## src/aacr_regs.vh

```
`ifndef AACR_REGS_VH
`define AACR_REGS_VH
// register byte offsets
`define AACR_DMA_ADDR_BASE 12'h08C
`define AACR_APP_CTRL_OFS 12'h100
`define AACR_CAP_CTRL_BASE 12'h104
`define AACR_APP_STAT_OFS 12'h160
`define AACR_UNIT_STRIDE 12'h010
// reset values
`define AACR_DMA_ADDR_RST 32'h0000_0000
`define AACR_APP_CTRL_RST 32'h0000_0000
`define AACR_CAP_CTRL_RST 32'h0000_0000
// application control fields
`define AACR_LED_USER_HI 15
`define AACR_LED_USER_LO 12
`define AACR_LED_MODE_BIT 8
`define AACR_UNIT_EN_HI 3
`define AACR_UNIT_EN_LO 0
// capture unit control fields
`define AACR_BYTE_ORDER_BIT 16
`define AACR_POL_HI 15
`define AACR_POL_LO 12
`define AACR_SRC_HI 11
`define AACR_SRC_LO 8
// application status fields
`define AACR_ERR_HI 15
`define AACR_ERR_LO 12
// trigger and led mode codes
`define AACR_SRC_FIRST 4'h1
`define AACR_SRC_LAST 4'hC
`define AACR_POL_FALL 4'h1
`define AACR_LED_MODE_USER 1'b1
// trigger re-arm holdoff after a config change, in cycles
`define AACR_TRIG_HOLDOFF 2'h3
`endif

```

## src/aacr_trig.v

```verilog
`timescale 1ns/10ps
`default_nettype none
`include "aacr_regs.vh"
module aacr_trig #(
	parameter NUM_SRC = 12
) (
	// clock and reset
	input wire pclk,
	input wire presetn,
	// trigger lines and selection
	input wire [NUM_SRC-1:0] trig_lines,
	input wire [3:0] trigger_source_select,
	input wire [3:0] trigger_edge_polarity,
	// result
	output reg trig_pulse
);
	wire src_valid;
	wire sel_raw;
	reg sync_a;
	reg sync_b;
	reg hist;
	reg [7:0] cfg_q;
	reg [1:0] holdoff;
	wire edge_hit;
	wire [3:0] src_idx;

	assign src_valid = (trigger_source_select >= `AACR_SRC_FIRST) &&
		(trigger_source_select <= `AACR_SRC_LAST);
	assign src_idx = trigger_source_select - `AACR_SRC_FIRST;
	assign sel_raw = src_valid ? trig_lines[src_idx] : 1'b0;
	assign edge_hit = (trigger_edge_polarity == `AACR_POL_FALL) ? (~sync_b & hist) : (sync_b & ~hist);

	always @(posedge pclk or negedge presetn) begin
		if (!presetn) begin
			sync_a <= 1'b0;
			sync_b <= 1'b0;
			hist <= 1'b0;
			cfg_q <= 8'h00;
			holdoff <= `AACR_TRIG_HOLDOFF;
			trig_pulse <= 1'b0;
		end else begin
			sync_a <= sel_raw;
			sync_b <= sync_a;
			hist <= sync_b;
			cfg_q <= {trigger_source_select, trigger_edge_polarity};
			// suppress false edges while the new selection settles
			if (cfg_q != {trigger_source_select, trigger_edge_polarity}) begin
				holdoff <= `AACR_TRIG_HOLDOFF;
			end else if (holdoff != 2'h0) begin
				holdoff <= holdoff - 2'h1;
			end
			trig_pulse <= src_valid && (holdoff == 2'h0) && edge_hit;
		end
	end
endmodule // aacr_trig
`default_nettype wire

```

## src/aacr_endian.v

```verilog
`timescale 1ns/10ps
`default_nettype none
module aacr_endian #(
	parameter WIDTH = 32
) (
	// clock and reset
	input wire pclk,
	input wire presetn,
	// converter side
	input wire [WIDTH-1:0] in_data,
	input wire in_valid,
	input wire swap,
	// dma side
	output reg [WIDTH-1:0] out_data,
	output reg out_valid
);
	localparam NBYTES = WIDTH / 8;
	wire [WIDTH-1:0] swapped;
	genvar b;

	generate
		for (b = 0; b < NBYTES; b = b + 1) begin : g_byte
			assign swapped[8*b +: 8] = in_data[8*(NBYTES-1-b) +: 8];
		end
	endgenerate

	always @(posedge pclk or negedge presetn) begin
		if (!presetn) begin
			out_data <= {WIDTH{1'b0}};
			out_valid <= 1'b0;
		end else begin
			out_valid <= in_valid;
			if (in_valid) begin
				out_data <= swap ? swapped : in_data;
			end
		end
	end
endmodule // aacr_endian
`default_nettype wire

```

## src/aacr_top.v

```verilog
// Implementation choice: the APB interface to the registers.
`timescale 1ns/10ps
`default_nettype none
`include "aacr_regs.vh"
module aacr_top #(
	parameter ADDR_W = 12,
	parameter NUM_UNITS = 4,
	parameter DATA_W = 32
) (
	// apb clock, reset
	input wire pclk,
	input wire presetn,
	// apb slave
	input wire psel,
	input wire penable,
	input wire pwrite,
	input wire [ADDR_W-1:0] paddr,
	input wire [31:0] pwdata,
	output reg [31:0] prdata,
	output wire pready,
	output reg pslverr,
	// trigger inputs and pulses
	input wire [3:0] rear_trigger,
	input wire [7:0] backplane_trigger,
	output wire [NUM_UNITS-1:0] trigger_pulse,
	// front leds
	input wire [3:0] board_status_led,
	output reg [3:0] front_led,
	// capture units
	output wire [NUM_UNITS-1:0] capture_unit_enable,
	input wire [NUM_UNITS-1:0] capture_unit_error_event,
	output reg [NUM_UNITS-1:0] capture_unit_error,
	// dma address tracking
	input wire [NUM_UNITS-1:0] dma_addr_load,
	input wire [32*NUM_UNITS-1:0] dma_addr_value,
	output wire [32*NUM_UNITS-1:0] dma_next_write_address,
	// converter to dma data path
	input wire [DATA_W*NUM_UNITS-1:0] adc_data,
	input wire [NUM_UNITS-1:0] adc_valid,
	output wire [DATA_W*NUM_UNITS-1:0] dma_data,
	output wire [NUM_UNITS-1:0] dma_valid
);
	wire [11:0] trig_lines;
	wire setup_phase;
	wire wr_access;
	wire hit_app_ctrl;
	wire hit_app_stat;
	wire [NUM_UNITS-1:0] hit_dma;
	wire [NUM_UNITS-1:0] hit_cap;
	wire [32*NUM_UNITS-1:0] unit_rd;
	wire [11:0] addr12;
	reg [3:0] user_led_pattern;
	reg led_mode_select;
	reg [NUM_UNITS-1:0] unit_en;
	reg [31:0] next_rd;
	reg next_hit;
	integer i;
	genvar g;
	localparam [31:0] APP_RST = `AACR_APP_CTRL_RST;
	localparam [31:0] CAP_RST = `AACR_CAP_CTRL_RST;

	assign addr12 = paddr[11:0];
	assign trig_lines = {backplane_trigger, rear_trigger};
	assign setup_phase = psel & ~penable;
	assign wr_access = psel & penable & pwrite;
	assign pready = 1'b1;
	assign hit_app_ctrl = (addr12 == `AACR_APP_CTRL_OFS);
	assign hit_app_stat = (addr12 == `AACR_APP_STAT_OFS);
	assign capture_unit_enable = unit_en;

	// application control register
	always @(posedge pclk or negedge presetn) begin
		if (!presetn) begin
			user_led_pattern <= APP_RST[`AACR_LED_USER_HI:`AACR_LED_USER_LO];
			led_mode_select <= APP_RST[`AACR_LED_MODE_BIT];
			unit_en <= APP_RST[`AACR_UNIT_EN_HI:`AACR_UNIT_EN_LO];
		end else if (wr_access && hit_app_ctrl) begin
			user_led_pattern <= pwdata[`AACR_LED_USER_HI:`AACR_LED_USER_LO];
			led_mode_select <= pwdata[`AACR_LED_MODE_BIT];
			unit_en <= pwdata[`AACR_UNIT_EN_HI:`AACR_UNIT_EN_LO];
		end
	end

	// front led output
	always @(posedge pclk or negedge presetn) begin
		if (!presetn) begin
			front_led <= 4'h0;
		end else if (led_mode_select == `AACR_LED_MODE_USER) begin
			front_led <= user_led_pattern;
		end else begin
			front_led <= board_status_led;
		end
	end

	// per unit registers and logic
	generate
		for (g = 0; g < NUM_UNITS; g = g + 1) begin : g_unit
			localparam integer GI = g;
			localparam [11:0] G12 = GI[11:0];
			localparam [11:0] DMA_OFS = `AACR_DMA_ADDR_BASE + G12 * `AACR_UNIT_STRIDE;
			localparam [11:0] CAP_OFS = `AACR_CAP_CTRL_BASE + G12 * `AACR_UNIT_STRIDE;
			reg [31:0] dma_addr;
			reg byte_order;
			reg [3:0] edge_pol;
			reg [3:0] src_sel;

			assign hit_dma[g] = (addr12 == DMA_OFS);
			assign hit_cap[g] = (addr12 == CAP_OFS);
			assign dma_next_write_address[32*g +: 32] = dma_addr;

			// next write address, hardware update wins
			always @(posedge pclk or negedge presetn) begin
				if (!presetn) begin
					dma_addr <= `AACR_DMA_ADDR_RST;
				end else if (dma_addr_load[g]) begin
					dma_addr <= dma_addr_value[32*g +: 32];
				end else if (wr_access && hit_dma[g]) begin
					dma_addr <= pwdata;
				end
			end

			// capture unit control
			always @(posedge pclk or negedge presetn) begin
				if (!presetn) begin
					byte_order <= CAP_RST[`AACR_BYTE_ORDER_BIT];
					edge_pol <= CAP_RST[`AACR_POL_HI:`AACR_POL_LO];
					src_sel <= CAP_RST[`AACR_SRC_HI:`AACR_SRC_LO];
				end else if (wr_access && hit_cap[g]) begin
					byte_order <= pwdata[`AACR_BYTE_ORDER_BIT];
					edge_pol <= pwdata[`AACR_POL_HI:`AACR_POL_LO];
					src_sel <= pwdata[`AACR_SRC_HI:`AACR_SRC_LO];
				end
			end

			// sticky error, held clear while disabled
			always @(posedge pclk or negedge presetn) begin
				if (!presetn) begin
					capture_unit_error[g] <= 1'b0;
				end else if (!unit_en[g]) begin
					capture_unit_error[g] <= 1'b0;
				end else if (capture_unit_error_event[g]) begin
					capture_unit_error[g] <= 1'b1;
				end
			end

			// read view, reserved bits zero
			assign unit_rd[32*g +: 32] = hit_dma[g] ? dma_addr :
				hit_cap[g] ? {15'h0000, byte_order, edge_pol, src_sel, 8'h00} : 32'h0000_0000;

			aacr_trig #(
				.NUM_SRC(12)
			) u_trig (
				.pclk(pclk),
				.presetn(presetn),
				.trig_lines(trig_lines),
				.trigger_source_select(src_sel),
				.trigger_edge_polarity(edge_pol),
				.trig_pulse(trigger_pulse[g])
			);

			aacr_endian #(
				.WIDTH(DATA_W)
			) u_endian (
				.pclk(pclk),
				.presetn(presetn),
				.in_data(adc_data[DATA_W*g +: DATA_W]),
				.in_valid(adc_valid[g]),
				.swap(byte_order),
				.out_data(dma_data[DATA_W*g +: DATA_W]),
				.out_valid(dma_valid[g])
			);
		end
	endgenerate

	// read mux
	always @* begin
		next_rd = 32'h0000_0000;
		next_hit = hit_app_ctrl | hit_app_stat;
		if (hit_app_ctrl) begin
			next_rd[`AACR_LED_USER_HI:`AACR_LED_USER_LO] = user_led_pattern;
			next_rd[`AACR_LED_MODE_BIT] = led_mode_select;
			next_rd[`AACR_UNIT_EN_HI:`AACR_UNIT_EN_LO] = unit_en;
		end
		if (hit_app_stat) begin
			next_rd[`AACR_ERR_HI:`AACR_ERR_LO] = capture_unit_error;
		end
		for (i = 0; i < NUM_UNITS; i = i + 1) begin
			next_rd = next_rd | unit_rd[32*i +: 32];
			next_hit = next_hit | hit_dma[i] | hit_cap[i];
		end
	end

	// apb answer captured in setup phase
	always @(posedge pclk or negedge presetn) begin
		if (!presetn) begin
			prdata <= 32'h0000_0000;
			pslverr <= 1'b0;
		end else if (setup_phase) begin
			prdata <= pwrite ? 32'h0000_0000 : next_rd;
			pslverr <= ~next_hit;
		end
	end
endmodule // aacr_top
`default_nettype wire

```

## config.mk

```make
export PLATFORM = sky130hd
export DESIGN_NAME = aacr_top
export DESIGN_NICKNAME = d
export VERILOG_FILES = /design/src/aacr_trig.v /design/src/aacr_endian.v /design/src/aacr_top.v
export VERILOG_INCLUDE_DIRS = /design/src
export SDC_FILE = /design/constraint.sdc
export NUM_CORES = 1
export LEC_CHECK = 0
export ABC_AREA = 1
export ABC_CLOCK_PERIOD_IN_PS = 4400
export BUFFER_PORTS_ARGS = -buffer_cell sky130_fd_sc_hd__buf_2
export CORE_AREA = 2 2 249 251
export CTS_BUF_LIST = sky130_fd_sc_hd__clkbuf_8 sky130_fd_sc_hd__clkbuf_16
export CTS_CLUSTER_DIAMETER = 100
export DETAILED_ROUTE_END_ITERATION = 16
export DIE_AREA = 0 0 251 253
export PLACE_DENSITY = 0.67
export SYNTH_ARGS = -nofsm -noshare
export SYNTH_HDL_FRONTEND = slang
export SYNTH_HIERARCHICAL = 1
export SYNTH_SLANG_ARGS = --single-unit
```

## constraint.sdc

```tcl
create_clock -name pclk -period 4.4 [get_ports pclk]
set_clock_uncertainty 0.15 [all_clocks]
set_input_delay 0.88 -clock pclk [delete_from_list [all_inputs] [get_ports pclk]]
set_output_delay 0.88 -clock pclk [all_outputs]
set_load 0.02 [all_outputs]
```

==> run summary <==
Setup slack on the worst flop-to-flop path = 2.37 ns
Global-route total usage across every layer = 0.249
Area of the multi-input gates = 8690 um^2
Final core occ = 0.427
Required time at the endpoint of the critical path = 4.75 ns
Floorplan die width = 251 um
Filler instances = 6261
Layout-stage area growth over the synthesis result = 24.8%
# rows = 91
Remaining antenna violation count after routing = 0
Count of cell types in the netlist = 40
Initial core utilization = 0.342
Antenna violations before repair = 17
Count of port buffers added during placement = 641
DP Cell Count = 4028
Count of hold buffers inserted by post-cts repair = 0
Post-CTS setup buffer count = 0
Largest net degree at the start of global routing = 114
Total power = 9.58 mW
Grt total ovfl = 0
Root Driver = sky130_fd_sc_hd__clkbuf_16
Synth Net Count = 3036
Count of final hold-check violations = 0
Post-Route WL = 81100 um
Final net count = 3632
Bufs on Longest Clock Path = 3
Syn Inst Count = 2691
Sequential Area = 10100 um^2
Arrival time of data at the critical path endpoint = 3.38 ns
Worst slack on hold paths = 0.212 ns
Status = complete, no violations
Wire length of the first global-routing pass = 121000 um
Post-route DRC = 0
Share of layout cells above drive strength 1 = 0.280
Worst Tran Pin Value = 1.20 ns
Weighted congestion reported at the end of routability-driven placement = 0.989
Vias per Instance = 4.98
Async SR Flop Fraction = 1.00
Number of register bits inferred by synthesis = 402
Sequential-to-total area share from yosys stat = 0.483
Total iterations of the first detailed-routing run = 6
Synth Area per Inst = 7.75 um^2
Core ar. = 61000 um^2
Vertical die dimension = 253 um
Hold/Removal Path Class = register to register
Yosys Warn Count = 6
RSZ-0062 raised after global routing = false
Worst-skew pair later-pin latency = 0.59 ns
Number of H-tree levels = 2
Max transition margin = 0.199
Post-detailed-route wirelength per cell = 19.6 um
Number of max-cap violations = 0
Clock tree from TritonCTS = done
Dominant synthesized flop cell = sky130_fd_sc_hd__dfrtp_1
Number of buffers created by CTS = 47
Endpoint class of the critical path = register
Critical path startpoint category = primary input
Peak ir drop on the vdd network = 0.000304 V
Achievable frequency = 0.330 GHz
Cell area after synthesis = 20900 um^2
Vias in the first global route = 19800
HPWL reported at the end of detailed placement = 61900 um
Worst Path Class, Setup = primary input to register
Highest-count cells in the layout ignoring fill and taps = sky130_fd_sc_hd__nand2_1, sky130_fd_sc_hd__buf_2, sky130_fd_sc_hd__dfrtp_1
Top-level I/O count = 643
Max-slew violation count = 0
Via count = 20600
Summed negative setup slack over all endpoints = 0 ns
Violation count after the first detailed-routing iteration = 1875
Most common cell after layout, fill and taps aside = sky130_fd_sc_hd__nand2_1
TritonCTS Sinks = 402
Clock edge transition at the registers on the reported setup and hold paths = 0.06 ns
Static leakage = 14.3 nW
Crit path time final = 3.03 ns
Number of non-filler instances in the completed layout = 4130
Post-route clock period utilization = 0.689
Highest fanout seen on the critical path = 37
Die Outline Area = 63500 um^2
Post-synth EDFFs = 0
Total power density per cell area = 368 nW/um^2
Quantity of gates resized following cts = 0
# setup viols final = 0
-- flip-flops by register name, indices dropped and copies added (netlist names) --
name,flops
capture_unit_error,4
g_unit.u_trig/hist,4
g_unit.dma_addr,128
g_unit.u_endian/out_valid,4
pslverr,1
g_unit.u_trig/holdoff,8
g_unit.u_trig/cfg_q,32
user_led_pattern,4
front_led,4
g_unit.u_trig/sync_b,4
g_unit.src_sel,16
g_unit.u_endian/out_data,128
prdata,32
g_unit.u_trig/sync_a,4
g_unit.byte_order,4
capture_unit_enable,4
g_unit.edge_pol,16
led_mode_select,1
g_unit.u_trig/trig_pulse,4
-- power by group --
| part | switching (mW) | internal (mW) |
|---|---|---|
| clock network | 1.63 | 2.14 |
| logic | 1.07 | 0.545 |
| registers | 0.200 | 3.99 |
| total | 2.89 | 6.68 |
-- path summary, 6_finish.rpt --
check	startpoint	to	cells past startpoint
hold / removal	g_unit[3].u_trig/sync_a	g_unit[3].u_trig/sync_b	0
min in group asynchronous	presetn	g_unit[1].dma_addr[12]	1
hold reg to reg	g_unit[3].u_trig/sync_a	g_unit[3].u_trig/sync_b	0
setup reg to reg	g_unit[1].src_sel[0]	g_unit[1].u_trig/sync_a	8
setup / recovery	paddr[10]	g_unit[1].dma_addr[6]	9
max in group asynchronous	presetn	g_unit[0].u_endian/out_data[5]	2
-- final cells by class --
class | count | share of cell area
inverter | 325 | 0.0488
antenna | 17 | 0.00163
sequential | 402 | 0.387
clock inverter | 30 | 0.00726
timing repair buffer | 672 | 0.134
tap | 790 | 0.0380
clock buffer | 55 | 0.0494
multi-input combinational | 1839 | 0.334
-- metrics by stage --
step | cell area [um^2] | setup slack [ns]
3_5_place_dp | 24500 | 0.805
5_1_grt | 26000 | 1.25
6_report | 26000 | 1.37
3_3_place_gp | 24500 | 0.867
4_1_cts | 26000 | 1.42
2_1_floorplan | 20900 | 2.10
-- worst max-delay path, stage by stage --
cell                       delay (ns)
sky130_fd_sc_hd__buf_2           0.10
sky130_fd_sc_hd__inv_1           0.06
sky130_fd_sc_hd__nand2_2         0.08
sky130_fd_sc_hd__nor2_4          0.37
sky130_fd_sc_hd__nand2_4         0.31
sky130_fd_sc_hd__o21ai_4         0.86
sky130_fd_sc_hd__buf_4           0.44
sky130_fd_sc_hd__o211ai_1        0.15
sky130_fd_sc_hd__o21ai_0         0.10
-- layer usage --
| layer | up-vias | GRT usage | wire length [um] |
|---|---|---|---|
| met5 | - | 0 | 13 |
| met4 | 2 | 0.117 | 3460 |
| met3 | 197 | 0.0678 | 7820 |
| met2 | 1074 | 0.406 | 38000 |
| met1 | 9635 | 0.307 | 31800 |
| li1 | 9655 | - | - |
-- synth_stat cells, drive strengths merged (8+ instances only) --
library cell / count / area share
clkbuf: 41 / 0.0076
o21ai: 157 / 0.039
o22ai: 41 / 0.012
inv: 320 / 0.060
nand2: 1059 / 0.20
nand4: 12 / 0.0036
a31oi: 15 / 0.0045
o211ai: 65 / 0.023
nor2: 174 / 0.038
ha: 12 / 0.0072
dfstp: 8 / 0.010
dfrtp: 394 / 0.47
xnor2: 32 / 0.013
buf: 84 / 0.032
nand3: 249 / 0.063
-- cells by family (layout without fill, tap and decap cells) --
kind of cell,after synthesis,after routing,share of synthesized area
AND/OR/NAND/NOR,1497,1497,0.309
buffers and inverters,450,1082,0.101
flip-flops,402,402,0.483
AO/OA/AOI/OAI,287,287,0.0815
XOR/XNOR,36,36,0.0151
adder cells (fa/ha/maj),12,12,0.00720
multiplexers,6,6,0.00324
other,1,18,0.000180
Note: power is estimated with default switching activity, not from simulation.
